--- src/hdl/gpx_regs.svh ---
`ifndef GPX_REGS_SVH
`define GPX_REGS_SVH

// Register byte offsets
`define GPX_OFS_OUT_PORT 8'h00
`define GPX_OFS_SET_BIT 8'h04
`define GPX_OFS_CLR_BIT 8'h08
`define GPX_OFS_COND_BIT 8'h0c
`define GPX_OFS_DIR_MASK 8'h10
`define GPX_OFS_EXT_LO 8'h14
`define GPX_OFS_EXT_HI 8'h18
`define GPX_OFS_IN_SEL 8'h1c
`define GPX_OFS_IN_LEVEL 8'h20
`define GPX_OFS_STEPPER 8'h24
`define GPX_OFS_AN_SEL 8'h28
`define GPX_OFS_AN_VAL 8'h2c
`define GPX_OFS_IRQ_RANGE 8'h30
`define GPX_OFS_IRQ_MASK 8'h34
`define GPX_OFS_RET_IRQ 8'h38
`define GPX_OFS_STK_CLR 8'h3c
`define GPX_OFS_WAIT 8'h40
`define GPX_OFS_EXEC 8'h44
`define GPX_OFS_STATUS 8'h48
`define GPX_OFS_STS_CLR 8'h4c
`define GPX_OFS_STS_EN 8'h50

// Field positions
`define GPX_FLD_NUM_MSB 7
`define GPX_FLD_OPND_LSB 8
`define GPX_FLD_WAIT_LOW 8
`define GPX_FLD_RNG_LAST_LSB 8
`define GPX_STS_ISR 0
`define GPX_STS_WAIT 1
`define GPX_STS_BAD 2
`define GPX_STS_ADC 3

// Reset values
`define GPX_RST_OUT 8'h00
`define GPX_RST_EXT 40'h00_0000_0000
`define GPX_RST_DIR 5'h00
`define GPX_RST_IRQ_EN 32'h0000_0000

// Analog scaling: full scale span and offset in millivolts
`define GPX_AN_SPAN_MV 32'd20000
`define GPX_AN_OFS_MV 16'd10000

`endif

--- src/hdl/gpx_pkg.sv ---
package gpx_pkg;

	typedef struct packed {
		logic [7:0] addr;
		logic [31:0] wdata;
		logic we;
		logic re;
	} gpx_bus_req_t;

	typedef struct packed {
		logic start;
		logic [2:0] chan;
	} gpx_adc_req_t;

	typedef struct packed {
		logic done;
		logic [11:0] data;
	} gpx_adc_rsp_t;

	typedef enum logic {
		GPX_EX_RUN,
		GPX_EX_ISR
	} gpx_exec_st_t;

	typedef enum logic [1:0] {
		GPX_AD_ISSUE,
		GPX_AD_WAIT,
		GPX_AD_NEXT
	} gpx_adc_st_t;

endpackage

--- src/hdl/gpx_io_port.sv ---
// The implementer's own choices: the address-and-strobe port and the address map.
`timescale 1ns/100ps
`include "gpx_regs.svh"
module gpx_io_port
	import gpx_pkg::*;
(
	// Clock and reset
	input wire logic clk_i,
	input wire logic sys_rst_i,
	// Register port
	input wire gpx_bus_req_t bus_i,
	output logic [31:0] rdata_o,
	// Digital pins
	input wire logic [7:0] gen_in_i,
	input wire logic [39:0] ext_in_i,
	input wire logic [15:0] aux_enc_i,
	output logic [7:0] out_port_o,
	output logic [39:0] ext_out_o,
	output logic [39:0] ext_oe_o,
	// Converter
	output gpx_adc_req_t adc_o,
	input wire gpx_adc_rsp_t adc_i,
	// Program execution control
	input wire logic [15:0] pc_i,
	output logic isr_enter_o,
	output logic isr_active_o,
	output logic resume_o,
	output logic [15:0] resume_addr_o,
	output logic stall_o,
	output logic irq_o
);

	////////////////////////////////////////////////////////////////////////////////
	// Helper functions

	function automatic logic pick96(input logic [95:0] vec, input logic [7:0] n);
		pick96 = 1'b0;
		if (n >= 8'd1 && n <= 8'd96) begin
			pick96 = vec[7'(n - 8'd1)];
		end
	endfunction

	// Output number to flat index 0..47: 0..7 main port, 8..47 extra points
	function automatic logic [6:0] out_index(input logic [7:0] n);
		if (n >= 8'd1 && n <= 8'd8) begin
			out_index = 7'(n - 8'd1);
		end else if (n >= 8'd17 && n <= 8'd56) begin
			out_index = 7'(n - 8'd9);
		end else begin
			out_index = 7'h7f;
		end
	endfunction

	function automatic logic [39:0] grp_mask(input logic [4:0] dir);
		logic [39:0] m;
		m = 40'h00_0000_0000;
		for (int g = 0; g < 5; g++) begin
			m[g*8 +: 8] = {8{dir[g]}};
		end
		grp_mask = m;
	endfunction

	function automatic logic [15:0] to_mv(input logic [11:0] code);
		logic [31:0] p;
		p = {20'h0_0000, code} * `GPX_AN_SPAN_MV;
		to_mv = 16'(p[31:12]) - `GPX_AN_OFS_MV;
	endfunction

	////////////////////////////////////////////////////////////////////////////////
	// Decode

	logic wr_port, wr_set, wr_clr, wr_cond, wr_dir, wr_ext_lo, wr_ext_hi;
	logic wr_in_sel, wr_step, wr_an_sel, wr_rng, wr_mask, wr_ret, wr_stk_clr;
	logic wr_wait, wr_sclr, wr_sen;
	logic [7:0] cmd_num;
	logic [6:0] cmd_idx;
	logic cmd_ok;
	logic [4:0] dir_q;
	logic [47:0] outs;

	assign wr_port = bus_i.we && bus_i.addr == `GPX_OFS_OUT_PORT;
	assign wr_set = bus_i.we && bus_i.addr == `GPX_OFS_SET_BIT;
	assign wr_clr = bus_i.we && bus_i.addr == `GPX_OFS_CLR_BIT;
	assign wr_cond = bus_i.we && bus_i.addr == `GPX_OFS_COND_BIT;
	assign wr_dir = bus_i.we && bus_i.addr == `GPX_OFS_DIR_MASK;
	assign wr_ext_lo = bus_i.we && bus_i.addr == `GPX_OFS_EXT_LO;
	assign wr_ext_hi = bus_i.we && bus_i.addr == `GPX_OFS_EXT_HI;
	assign wr_in_sel = bus_i.we && bus_i.addr == `GPX_OFS_IN_SEL;
	assign wr_step = bus_i.we && bus_i.addr == `GPX_OFS_STEPPER;
	assign wr_an_sel = bus_i.we && bus_i.addr == `GPX_OFS_AN_SEL;
	assign wr_rng = bus_i.we && bus_i.addr == `GPX_OFS_IRQ_RANGE;
	assign wr_mask = bus_i.we && bus_i.addr == `GPX_OFS_IRQ_MASK;
	assign wr_ret = bus_i.we && bus_i.addr == `GPX_OFS_RET_IRQ;
	assign wr_stk_clr = bus_i.we && bus_i.addr == `GPX_OFS_STK_CLR;
	assign wr_wait = bus_i.we && bus_i.addr == `GPX_OFS_WAIT;
	assign wr_sclr = bus_i.we && bus_i.addr == `GPX_OFS_STS_CLR;
	assign wr_sen = bus_i.we && bus_i.addr == `GPX_OFS_STS_EN;

	assign cmd_num = bus_i.wdata[`GPX_FLD_NUM_MSB:0];
	assign cmd_idx = out_index(cmd_num);
	// Main port always writable; extra points only while their group is an output
	assign outs = {grp_mask(dir_q), 8'hff};
	assign cmd_ok = cmd_idx != 7'h7f && outs[6'(cmd_idx)];

	////////////////////////////////////////////////////////////////////////////////
	// Outputs and direction

	logic [7:0] out_q;
	logic [39:0] ext_q;
	logic [39:0] oe_q;

	always_ff @(posedge clk_i or posedge sys_rst_i) begin
		if (sys_rst_i) begin
			dir_q <= `GPX_RST_DIR;
			oe_q <= `GPX_RST_EXT;
		end else if (wr_dir) begin
			dir_q <= bus_i.wdata[4:0];
			oe_q <= grp_mask(bus_i.wdata[4:0]);
		end
	end

	always_ff @(posedge clk_i or posedge sys_rst_i) begin
		if (sys_rst_i) begin
			out_q <= `GPX_RST_OUT;
			ext_q <= `GPX_RST_EXT;
		end else if (wr_port) begin
			out_q <= bus_i.wdata[7:0];
		end else if (wr_ext_lo) begin
			// Words for points set as inputs are ignored
			ext_q[31:0] <= (ext_q[31:0] & ~oe_q[31:0]) | (bus_i.wdata & oe_q[31:0]);
		end else if (wr_ext_hi) begin
			ext_q[39:32] <= (ext_q[39:32] & ~oe_q[39:32]) | (bus_i.wdata[7:0] & oe_q[39:32]);
		end else if ((wr_set || wr_clr || wr_cond) && cmd_ok) begin
			if (cmd_idx < 7'd8) begin
				out_q[3'(cmd_idx)] <= wr_set || (wr_cond && |bus_i.wdata[31:`GPX_FLD_OPND_LSB]);
			end else begin
				ext_q[6'(cmd_idx - 7'd8)] <= wr_set || (wr_cond && |bus_i.wdata[31:`GPX_FLD_OPND_LSB]);
			end
		end
	end

	assign out_port_o = out_q;
	assign ext_out_o = ext_q;
	assign ext_oe_o = oe_q;

	////////////////////////////////////////////////////////////////////////////////
	// Input space 1..96

	logic [7:0] step_q;
	logic [95:0] in_vec;
	logic [95:0] in_ok;

	always_comb begin
		in_vec = 96'h0;
		in_ok = 96'h0;
		in_vec[7:0] = gen_in_i;
		in_ok[7:0] = 8'hff;
		in_vec[55:16] = ext_in_i;
		in_ok[55:16] = {40{1'b1}};
		for (int a = 0; a < 8; a++) begin
			// Axis a: channel A is input 81+2a, channel B is 82+2a
			in_vec[80 + 2*a] = aux_enc_i[2*a] & ~step_q[a];
			in_vec[81 + 2*a] = aux_enc_i[2*a + 1] & ~step_q[a];
			in_ok[80 + 2*a] = ~step_q[a];
			in_ok[81 + 2*a] = ~step_q[a];
		end
	end

	logic [7:0] in_sel_q;

	always_ff @(posedge clk_i or posedge sys_rst_i) begin
		if (sys_rst_i) begin
			in_sel_q <= 8'h01;
			step_q <= 8'h00;
		end else begin
			if (wr_in_sel) begin
				in_sel_q <= bus_i.wdata[7:0];
			end
			if (wr_step) begin
				step_q <= bus_i.wdata[7:0];
			end
		end
	end

	////////////////////////////////////////////////////////////////////////////////
	// Analog sampler: scans all eight channels continuously

	gpx_adc_st_t ad_st_q;
	logic [2:0] ad_ch_q;
	logic [11:0] an_q [8];
	logic [2:0] an_sel_q;
	logic ad_start_q;

	always_ff @(posedge clk_i or posedge sys_rst_i) begin
		if (sys_rst_i) begin
			ad_st_q <= GPX_AD_ISSUE;
			ad_ch_q <= 3'h0;
			ad_start_q <= 1'b0;
		end else begin
			ad_start_q <= 1'b0;
			unique case (ad_st_q)
				GPX_AD_ISSUE: begin
					ad_start_q <= 1'b1;
					ad_st_q <= GPX_AD_WAIT;
				end
				GPX_AD_WAIT: begin
					if (adc_i.done) begin
						ad_st_q <= GPX_AD_NEXT;
					end
				end
				GPX_AD_NEXT: begin
					ad_ch_q <= ad_ch_q + 3'h1;
					ad_st_q <= GPX_AD_ISSUE;
				end
			endcase
		end
	end

	always_ff @(posedge clk_i or posedge sys_rst_i) begin
		if (sys_rst_i) begin
			for (int i = 0; i < 8; i++) begin
				an_q[i] <= 12'h000;
			end
			an_sel_q <= 3'h0;
		end else begin
			if (ad_st_q == GPX_AD_WAIT && adc_i.done) begin
				an_q[ad_ch_q] <= adc_i.data;
			end
			if (wr_an_sel) begin
				// Software index 1..8 selects channel 0..7
				an_sel_q <= 3'(bus_i.wdata[3:0] - 4'h1);
			end
		end
	end

	assign adc_o.start = ad_start_q;
	assign adc_o.chan = ad_ch_q;

	////////////////////////////////////////////////////////////////////////////////
	// Input interrupt and execution control

	logic [31:0] irq_en_q;
	logic pend;
	gpx_exec_st_t ex_q;
	logic stk_valid_q;
	logic [15:0] stk_q;
	logic enter_q, resume_q;
	logic [15:0] res_addr_q;

	// Only inputs 1..32 can be armed
	assign pend = |(irq_en_q & ~in_vec[31:0] & in_ok[31:0]);

	always_ff @(posedge clk_i or posedge sys_rst_i) begin
		if (sys_rst_i) begin
			irq_en_q <= `GPX_RST_IRQ_EN;
		end else if (wr_mask) begin
			irq_en_q <= bus_i.wdata;
		end else if (wr_rng) begin
			for (int i = 0; i < 32; i++) begin
				irq_en_q[i] <= 8'(i + 1) >= bus_i.wdata[7:0] &&
					8'(i + 1) <= bus_i.wdata[`GPX_FLD_RNG_LAST_LSB +: 8];
			end
		end
	end

	always_ff @(posedge clk_i or posedge sys_rst_i) begin
		if (sys_rst_i) begin
			ex_q <= GPX_EX_RUN;
			stk_valid_q <= 1'b0;
			stk_q <= 16'h0000;
			enter_q <= 1'b0;
			resume_q <= 1'b0;
			res_addr_q <= 16'h0000;
		end else begin
			enter_q <= 1'b0;
			resume_q <= 1'b0;
			unique case (ex_q)
				GPX_EX_RUN: begin
					if (pend) begin
						ex_q <= GPX_EX_ISR;
						stk_q <= pc_i;
						stk_valid_q <= 1'b1;
						enter_q <= 1'b1;
					end
				end
				GPX_EX_ISR: begin
					if (wr_ret) begin
						ex_q <= GPX_EX_RUN;
						stk_valid_q <= 1'b0;
						resume_q <= stk_valid_q;
						res_addr_q <= stk_q;
					end else if (wr_stk_clr) begin
						// Routine leaves by its own jump; nothing to resume
						ex_q <= GPX_EX_RUN;
						stk_valid_q <= 1'b0;
					end
				end
			endcase
		end
	end

	assign isr_enter_o = enter_q;
	assign isr_active_o = ex_q == GPX_EX_ISR;
	assign resume_o = resume_q;
	assign resume_addr_o = res_addr_q;

	////////////////////////////////////////////////////////////////////////////////
	// Wait for input level

	logic stall_q, wait_low_q, wait_hit;
	logic [7:0] wait_num_q;

	assign wait_hit = stall_q && (pick96(in_vec, wait_num_q) == ~wait_low_q);

	always_ff @(posedge clk_i or posedge sys_rst_i) begin
		if (sys_rst_i) begin
			stall_q <= 1'b0;
			wait_low_q <= 1'b0;
			wait_num_q <= 8'h01;
		end else if (wr_wait && pick96(in_ok, bus_i.wdata[7:0])) begin
			stall_q <= 1'b1;
			wait_num_q <= bus_i.wdata[7:0];
			wait_low_q <= bus_i.wdata[`GPX_FLD_WAIT_LOW];
		end else if (wait_hit) begin
			stall_q <= 1'b0;
		end
	end

	assign stall_o = stall_q;

	////////////////////////////////////////////////////////////////////////////////
	// Status, enable and interrupt line

	logic [3:0] sts_q, sen_q, ev;
	logic irq_q;

	assign ev[`GPX_STS_ISR] = ex_q == GPX_EX_RUN && pend;
	assign ev[`GPX_STS_WAIT] = wait_hit;
	assign ev[`GPX_STS_BAD] = ((wr_set || wr_clr || wr_cond) && !cmd_ok) ||
		(wr_wait && !pick96(in_ok, bus_i.wdata[7:0]));
	assign ev[`GPX_STS_ADC] = ad_st_q == GPX_AD_WAIT && adc_i.done;

	always_ff @(posedge clk_i or posedge sys_rst_i) begin
		if (sys_rst_i) begin
			sts_q <= 4'h0;
			sen_q <= 4'h0;
			irq_q <= 1'b0;
		end else begin
			// A new event in the clear cycle survives
			sts_q <= (sts_q & ~(wr_sclr ? bus_i.wdata[3:0] : 4'h0)) | ev;
			if (wr_sen) begin
				sen_q <= bus_i.wdata[3:0];
			end
			irq_q <= |(sts_q & sen_q);
		end
	end

	assign irq_o = irq_q;

	////////////////////////////////////////////////////////////////////////////////
	// Read port

	logic [31:0] rd_q;
	logic [15:0] an_mv;

	assign an_mv = to_mv(an_q[an_sel_q]);

	always_ff @(posedge clk_i or posedge sys_rst_i) begin
		if (sys_rst_i) begin
			rd_q <= 32'h0000_0000;
		end else if (bus_i.re) begin
			unique case (bus_i.addr)
				`GPX_OFS_OUT_PORT: rd_q <= {24'h00_0000, out_q};
				`GPX_OFS_DIR_MASK: rd_q <= {27'h000_0000, dir_q};
				`GPX_OFS_EXT_LO: rd_q <= ext_q[31:0];
				`GPX_OFS_EXT_HI: rd_q <= {24'h00_0000, ext_q[39:32]};
				`GPX_OFS_IN_SEL: rd_q <= {24'h00_0000, in_sel_q};
				`GPX_OFS_IN_LEVEL: rd_q <= {30'h0000_0000, pick96(in_ok, in_sel_q), pick96(in_vec, in_sel_q)};
				`GPX_OFS_STEPPER: rd_q <= {24'h00_0000, step_q};
				`GPX_OFS_AN_SEL: rd_q <= {28'h000_0000, 4'({1'b0, an_sel_q} + 4'h1)};
				`GPX_OFS_AN_VAL: rd_q <= {{16{an_mv[15]}}, an_mv};
				`GPX_OFS_IRQ_MASK: rd_q <= irq_en_q;
				`GPX_OFS_WAIT: rd_q <= {23'h00_0000, wait_low_q, wait_num_q};
				`GPX_OFS_EXEC: rd_q <= {stk_q, 13'h0000, stall_q, stk_valid_q, ex_q == GPX_EX_ISR};
				`GPX_OFS_STATUS: rd_q <= {28'h000_0000, sts_q};
				`GPX_OFS_STS_EN: rd_q <= {28'h000_0000, sen_q};
				default: rd_q <= 32'h0000_0000;
			endcase
		end else begin
			rd_q <= 32'h0000_0000;
		end
	end

	assign rdata_o = rd_q;

	logic [2:0] a_bit;
	assign a_bit = 3'(cmd_num - 8'd1);
endmodule // gpx_io_port

--- config.mk ---
export PLATFORM = sky130hd
export DESIGN_NAME = gpx_io_port
export DESIGN_NICKNAME = d
export VERILOG_FILES = /design/src/hdl/gpx_pkg.sv /design/src/hdl/gpx_io_port.sv
export VERILOG_INCLUDE_DIRS = /design/src /design/src/hdl
export SDC_FILE = /design/constraint.sdc
export NUM_CORES = 1
export LEC_CHECK = 0
export BUFFER_PORTS_ARGS = -buffer_cell sky130_fd_sc_hd__clkbuf_2
export CORE_MARGIN = 2
export CORE_UTILIZATION = 60
export DETAILED_ROUTE_END_ITERATION = 10
export PLACE_DENSITY = 0.83
export SYNTH_ARGS = -nofsm -noshare
export SYNTH_HDL_FRONTEND = slang
export SYNTH_SLANG_ARGS = --single-unit
--- constraint.sdc ---
create_clock -name clk_i -period 25.2 [get_ports clk_i]
set_clock_uncertainty 0.1 [all_clocks]
set_input_delay 3.78 -clock clk_i [delete_from_list [all_inputs] [get_ports clk_i]]
set_output_delay 3.78 -clock clk_i [all_outputs]
set_load 0.03 [all_outputs]
==> impl_metrics.csv, run 1 <==
group,metric,value,unit
floorplan,chipHeight,185,um
clock_network,clkSlewWorstSetupHoldPaths,60,ps
setup_path,crit_path_start,"bus_i[2]",
routing,route.detailed.vias_per_inst,6.80,
clock_network,cts_tree,"built",
placement,number_of_input_and_output_port_buffers_inserted,281,
routing,wl_met1,26.6,mm
setup_path,r2r_setup_slack,17440,ps
floorplan,initial_utilization,60.5,%
global_route,total_gr_overflow,0,
synth,synth-seq-cells,293,
clock_network,cts-buffers-inserted,31,
global_route,number_of_global_route_vias_before_repair,17100,
floorplan,boundaryPins,282,
routing,met3WireLength,9.52,mm
placement,hpwlAfterDp,50.4,mm
sta,setup_viol_count_final,0,
synth,yosysSeqAreaShare,37.5,%
synth,synth.distinct_cells,77,
clock_network,ctsRootBufferMaster,"sky130_fd_sc_hd__clkbuf_16",
synth,ys_top_cells_by_area,"sky130_fd_sc_hd__dfrtp_1 37%, sky130_fd_sc_hd__mux2_2 8.7%, sky130_fd_sc_hd__mux4_2 5.9%, sky130_fd_sc_hd__ha_1 4.7%, sky130_fd_sc_hd__a21oi_1 3.4%",
routing,wl,68.7,mm
clock_network,cts.htree.levels,1,
final_layout,n_fill_cell,2487,
setup_path,worstSetupEndpointType,"flip-flop",
placement,gp_congestion,0.999,
synth,synthCells,1973,
setup_path,worst-endpoint-required,25590,ps
synth,synth_top_flop_cell,"sky130_fd_sc_hd__dfrtp_1",
min_path,startpoint_of_the_tightest_hold_check_path,"an_q[82]",
sta,report.final.slew_viol_count,0,
sta,final.setup.tns,0,ps
floorplan,core,32400,um^2
synth,post_synth.cell_area_avg,9.92,um^2
routing,detail_route.drc_violations,0,
setup_path,crit_arrival,8480,ps
final_layout,multi_input_comb_area,11000,um^2
floorplan,rows,66,
clock_network,cts_post_setup_buffers_inserted,0,
global_route,number_of_antenna_violations_at_the_first_check_in_global_routing,2,
clock_network,cts.hold.buffers_added,0,
routing,wl_met2,29.5,mm
setup_path,startpoint_type,"input port",
sta,clock.fmax,124,MHz
routing,antenna_left,0,
global_route,grt_first_pass_wirelength,103,mm
sta,grt_setup_unrepaired,"false",
clock_network,cts_max_path_buffers,3,
clock_network,clkLatencyLatePin,590,ps
final_layout,layout-drive-gt1-share,27.5,%
clock_network,postCtsResizedCells,0,
synth,netlist.top_cell.by_area,"sky130_fd_sc_hd__dfrtp_1",
final_layout,regArea,7330,um^2
synth,synth_area,19600,um^2
routing,drt-initial-drc-count,2620,
synth,yosys_top_cell_area_share,37.2,%
clock_network,cts_num_sinks,293,
synth,postSynth.asyncResetShare,100,%
global_route,largest_net_degree_at_the_start_of_global_routing,173,
routing,vias,17800,
setup_path,timing.rr.start,"an_sel_q[0]",
synth,yosys_warnings,0,
setup_path,path_class,"input port to flip-flop",
floorplan,die_footprint,34100,um^2
synth,synth-edff-count,0,
routing,routed.top_layer,"met4",
flow_run,maxcap_viol_count,0,
floorplan,die_width,185,um
setup_path,path_max_fanout,19,
routing,wire_per_inst,26.3,um
sta,post-route-period-util,32.1,%
outcome,result_of_the_run,"completed",
final_layout,final_nets,2375,
sta,timing.max_slew.rel_slack,17.8,%
min_path,hold_path_class,"flip-flop to flip-flop",
sta,worst_slew_pin_slew,1230,ps
sta,final_hold_viol_count,0,
routing,detail_route.first_pass.iterations,8,
final_layout,flow.area_growth_from_synthesis,12.9,%
sta,min_period,8080,ps
global_route,grt_usage,39.9,%
synth,synthesis.nets,2205,
[cells in the final DEF (no fill, tap or decap), types with 46 or more instances in the layout]
cell                       Yosys  layout
sky130_fd_sc_hd__a21oi_1     133     133
sky130_fd_sc_hd__clkbuf_2      0     281
sky130_fd_sc_hd__dfrtp_1     291     291
sky130_fd_sc_hd__ha_1         73      73
sky130_fd_sc_hd__inv_1       115     114
sky130_fd_sc_hd__mux2_2      152     152
sky130_fd_sc_hd__mux2i_1      46      46
sky130_fd_sc_hd__mux4_2       51      51
sky130_fd_sc_hd__nand2_1     140     139
sky130_fd_sc_hd__nor2_1      127     125
sky130_fd_sc_hd__nor3_1       48      48
sky130_fd_sc_hd__o21ai_0     100     100
[synthesized netlist by cell type, types with 23 or more instances]
library cell / number
sky130_fd_sc_hd__a211oi_1: 38
sky130_fd_sc_hd__mux2_2: 152
sky130_fd_sc_hd__nor2_1: 127
sky130_fd_sc_hd__dfrtp_1: 291
sky130_fd_sc_hd__o21ai_0: 100
sky130_fd_sc_hd__inv_1: 115
sky130_fd_sc_hd__mux4_2: 51
sky130_fd_sc_hd__a22oi_1: 37
sky130_fd_sc_hd__nand3_1: 40
sky130_fd_sc_hd__buf_4: 37
sky130_fd_sc_hd__clkbuf_1: 106
sky130_fd_sc_hd__mux2i_1: 46
sky130_fd_sc_hd__xnor2_1: 25
sky130_fd_sc_hd__nor3_1: 48
sky130_fd_sc_hd__and3_1: 23
sky130_fd_sc_hd__a21oi_1: 133
sky130_fd_sc_hd__ha_1: 73
sky130_fd_sc_hd__nand2_1: 140
sky130_fd_sc_hd__a221oi_1: 33
[per-stage QoR]
stage          cells  setup slack (ps)  utilization, %  area [um^2]  hold slack, ps
2_1_floorplan   1973             13230               -        19600             350
3_3_place_gp    2552             16960            64.7        20900             361
3_5_place_dp    2552             16730            64.7        20900             380
4_1_cts         2609             17300            68.3        22100             394
5_1_grt         2611             16870            68.3        22100             408
6_report        2612             17120            68.3        22100             398
[worst max-delay path, cell delays in order]
cell and delay, ps:
sky130_fd_sc_hd__clkbuf_2 390, sky130_fd_sc_hd__clkinv_1 470, sky130_fd_sc_hd__ha_1 450, sky130_fd_sc_hd__nor4b_1 200
sky130_fd_sc_hd__a2111oi_0 440, sky130_fd_sc_hd__o31ai_1 170, sky130_fd_sc_hd__a211o_1 450, sky130_fd_sc_hd__inv_1 180
sky130_fd_sc_hd__ha_1 240, sky130_fd_sc_hd__xor2_1 550, sky130_fd_sc_hd__and3_1 450, sky130_fd_sc_hd__and2_1 340
sky130_fd_sc_hd__a22oi_1 120, sky130_fd_sc_hd__o21ai_0 220
[logic make-up after synthesis]
group | count (synthesis) | share of synthesized area [%]
compound gates | 534 | 18.4
simple gates | 479 | 11.6
flops | 293 | 37.5
buf+inv | 281 | 6.30
mux | 254 | 17.6
fa+ha+maj | 95 | 6.92
xor+xnor | 37 | 1.69
[worst paths after layout]
path / endpoint / cells past startpoint
worst max register to register: rdata_o[18] / 23
max in group asynchronous: rdata_o[12] / 3
worst min-delay path: an_q[82] / 1
min in group asynchronous: asynchronous set/reset pin / 2
worst min register to register: an_q[82] / 1
worst max-delay path: flip-flop / 14
[routing by layer]
metal  global-route usage (%)  up-vias
met3                     11.2      211
li1                         -     7606
met5                        0        -
met4                     16.7        0
met1                     55.5     8570
met2                     58.7     1372
[area by class of cell]
type / instances / area share, %
Clock buffer: 37 / 3.88
Clock inverter: 20 / 1.38
Antenna cell: 3 / 0.0340
Sequential cell: 293 / 33.2
Tap cell: 442 / 2.50
Timing Repair Buffer: 302 / 7.13
Multi-Input combinational cell: 1399 / 49.9
Inverter: 116 / 2.00
Power of run 1 is not shown: default switching activity piles up to over one toggle a cycle in this logic, so the estimate is an artifact.
==> run 2: changes to the inputs <==
- CORE_UTILIZATION: 60 -> 53
- PLACE_DENSITY: 0.83 -> 0.78
- clock period: 25.2 -> 6.7 ns (I/O delays scaled with it)
==> run 2 against run 1 <==
  * First-iteration DRC count decreased by 9.5%
  * Flip-flop and latch count unchanged
  * Die area increased by 13%
  * Non-clock buffer count increased by 35
  * Design area increased by 1.6%
  * Global-route usage decreased by 4.7 points
  * Routed wire length decreased by 0.79%
==> impl_metrics.csv, run 2 (synthesized netlist as in run 1, its figures left out) <==
group,metric,value,unit
outcome,result_of_the_run,"completed",
routing,route.detailed.vias_per_inst,6.63,
floorplan,core,36500,um^2
final_layout,final_common_cell,"sky130_fd_sc_hd__dfrtp_1",
setup_path,cpMaxStageDelayCell,"sky130_fd_sc_hd__mux4_1",
sta,post-route-period-util,97.0,%
setup_path,worstSetupEndpointType,"flip-flop",
sta,setup_viol_count_final,0,
setup_path,timing.critical_path.cells,"buf_6 > buf_4 > mux4_1 > mux2i_2 > fa_1 > inv_1 > ha_1 > inv_1 > fa_1 > inv_1 > ha_1 > ha_1 > ha_1 > inv_1 > o31ai_1 > or2_2 > or4_4 > a21o_1 > a21oi_2 > o211ai_2 > a211oi_4 > buf_4 > o21bai_1",
routing,detail_route.drc_violations,0,
floorplan,die_width,196,um
final_layout,finalInstanceArea,22500,um^2
clock_network,cts.htree.levels,2,
routing,detail_route.first_pass.iterations,6,
global_route,largest_net_degree_at_the_start_of_global_routing,186,
sta,min_period,6500,ps
floorplan,die_footprint,38500,um^2
floorplan,initial_utilization,53.6,%
final_layout,n_fill_cell,2983,
placement,placedCellCount,2608,
final_layout,layout_common_cells,"289 x sky130_fd_sc_hd__dfrtp_1, 281 x sky130_fd_sc_hd__clkbuf_2, 152 x sky130_fd_sc_hd__mux2_2",
clock_network,cts_max_path_buffers,3,
sta,timing.max_slew.rel_slack,19.0,%
clock_network,clkSlewWorstSetupHoldPaths,60,ps
clock_network,cts-buffers-inserted,34,
setup_path,path_class,"flip-flop to flip-flop",
floorplan,chipHeight,196,um
placement,gp_congestion,0.991,
global_route,total_gr_overflow,0,
flow_run,maxcap_viol_count,0,
min_path,hold_path_class,"flip-flop to flip-flop",
placement,placed_cell_area,21200,um^2
sta,report.final.slew_viol_count,0,
global_route,number_of_global_route_vias_before_repair,17300,
routing,drt-initial-drc-count,2370,
clock_network,cts_tree,"built",
placement,number_of_input_and_output_port_buffers_inserted,281,
final_layout,layout.cells.non_filler,2674,
global_route,grt_first_pass_wirelength,103,mm
setup_path,path_max_fanout,17,
floorplan,rows,70,
clock_network,clkLatencyLatePin,540,ps
sta,worst_slew_pin_slew,1180,ps
floorplan,boundaryPins,282,
clock_network,cts_num_sinks,293,
clock_network,ctsRootBufferMaster,"sky130_fd_sc_hd__clkbuf_16",
placement,hpwlAfterDp,50.9,mm
sta,clock.fmax,154,MHz
final_layout,antennaDiodeCount,0,
final_layout,layout-drive-gt1-share,28.8,%
clock_network,cts.hold.buffers_added,0,
setup_path,timing.critical_path.slowest_cell_delay,600,ps
final_layout,flow.area_growth_from_synthesis,14.7,%
final_layout,finish.utilization,61.5,%
routing,vias,17700,
global_route,number_of_antenna_violations_at_the_first_check_in_global_routing,1,
setup_path,crit_arrival,6840,ps
sta,final_hold_viol_count,0,
routing,antenna_left,0,
global_route,grt_usage,35.2,%
sta,final.setup.tns,0,ps
setup_path,worst-path-buf-inv,7,
routing,wire_per_inst,25.5,um
routing,wl,68.2,mm
final_layout,final_nets,2413,
setup_path,kind_of_cell_with_the_highest_combined_delay_on_the_critical_path,"adder cells",
setup_path,startpoint_type,"flip-flop",
setup_path,worst-endpoint-required,7040,ps
==> run 2: area by class of cell <==
| class | instances | area (um^2) | share of cell area (%) |
|---|---|---|---|
| multi-input cells | 1399 | 11100 | 49.3 |
| flip-flops and latches | 293 | 7340 | 32.7 |
| repair buffers | 337 | 1850 | 8.22 |
| clock buffers | 46 | 936 | 4.17 |
| well taps | 468 | 586 | 2.61 |
| inverters | 116 | 439 | 1.96 |
| clock inverters | 15 | 251 | 1.12 |
==> run 2: per-layer routing <==
metal / wire length (um) / global-route usage, %
met3: 8100 / 9.30
met2: 29900 / 53.2
met4: 2740 / 13.1
met1: 27400 / 48.9
met5: 18 / 0
==> run 2: worst reg2reg max path, cell delays in order, from the launching register on <==
cell                       delay [ps]
sky130_fd_sc_hd__dfrtp_2          490
sky130_fd_sc_hd__buf_6            180
sky130_fd_sc_hd__buf_4            210
sky130_fd_sc_hd__mux4_1           600
sky130_fd_sc_hd__mux2i_2          320
sky130_fd_sc_hd__fa_1             470
sky130_fd_sc_hd__inv_1             60
sky130_fd_sc_hd__ha_1             120
sky130_fd_sc_hd__inv_1             50
sky130_fd_sc_hd__fa_1             530
sky130_fd_sc_hd__inv_1             40
sky130_fd_sc_hd__ha_1             290
sky130_fd_sc_hd__ha_1             310
sky130_fd_sc_hd__ha_1             380
sky130_fd_sc_hd__inv_1            150
sky130_fd_sc_hd__o31ai_1          100
sky130_fd_sc_hd__or2_2            300
sky130_fd_sc_hd__or4_4            420
sky130_fd_sc_hd__a21o_1           220
sky130_fd_sc_hd__a21oi_2          260
sky130_fd_sc_hd__o211ai_2         130
sky130_fd_sc_hd__a211oi_4         250
sky130_fd_sc_hd__buf_4            260
sky130_fd_sc_hd__o21bai_1         170
==> run 2: path summary, 6_finish.rpt <==
| path | start | to | slack, ps | depth (start not counted) |
|---|---|---|---|---|
| setup / recovery | an_sel_q[0] | rdata_o[26] | 200 | 23 |
| hold / removal | irq_en_q[20] | irq_en_q[20] | 380 | 2 |
| setup reg to reg | an_sel_q[0] | rdata_o[26] | 200 | 23 |
| hold reg to reg | irq_en_q[20] | irq_en_q[20] | 380 | 2 |
| max in group asynchronous | sys_rst_i | stk_q[10] | 4630 | 3 |
| min in group asynchronous | sys_rst_i | in_sel_q[3] | 430 | 2 |
==> run 2: repair_timing <==
action / 4_1_cts / 5_1_grt
pin swaps: 0 / 1
setup buffers: 0 / 5
endpoints found under the setup margin: 17 / 24
resized for setup: 1 / 10
==> run 2: stage by stage <==
| stage | setup WS (ps) | hold slack [ps] |
|---|---|---|
| 2_1_floorplan | 37.9 | 350 |
| 4_1_cts | 40.1 | 387 |
| 3_5_place_dp | -10.5 | 374 |
| 5_1_grt | -26.6 | 410 |
| 3_3_place_gp | 195 | 363 |
| 6_report | 199 | 381 |
Power of run 2 is left out for the same reason.
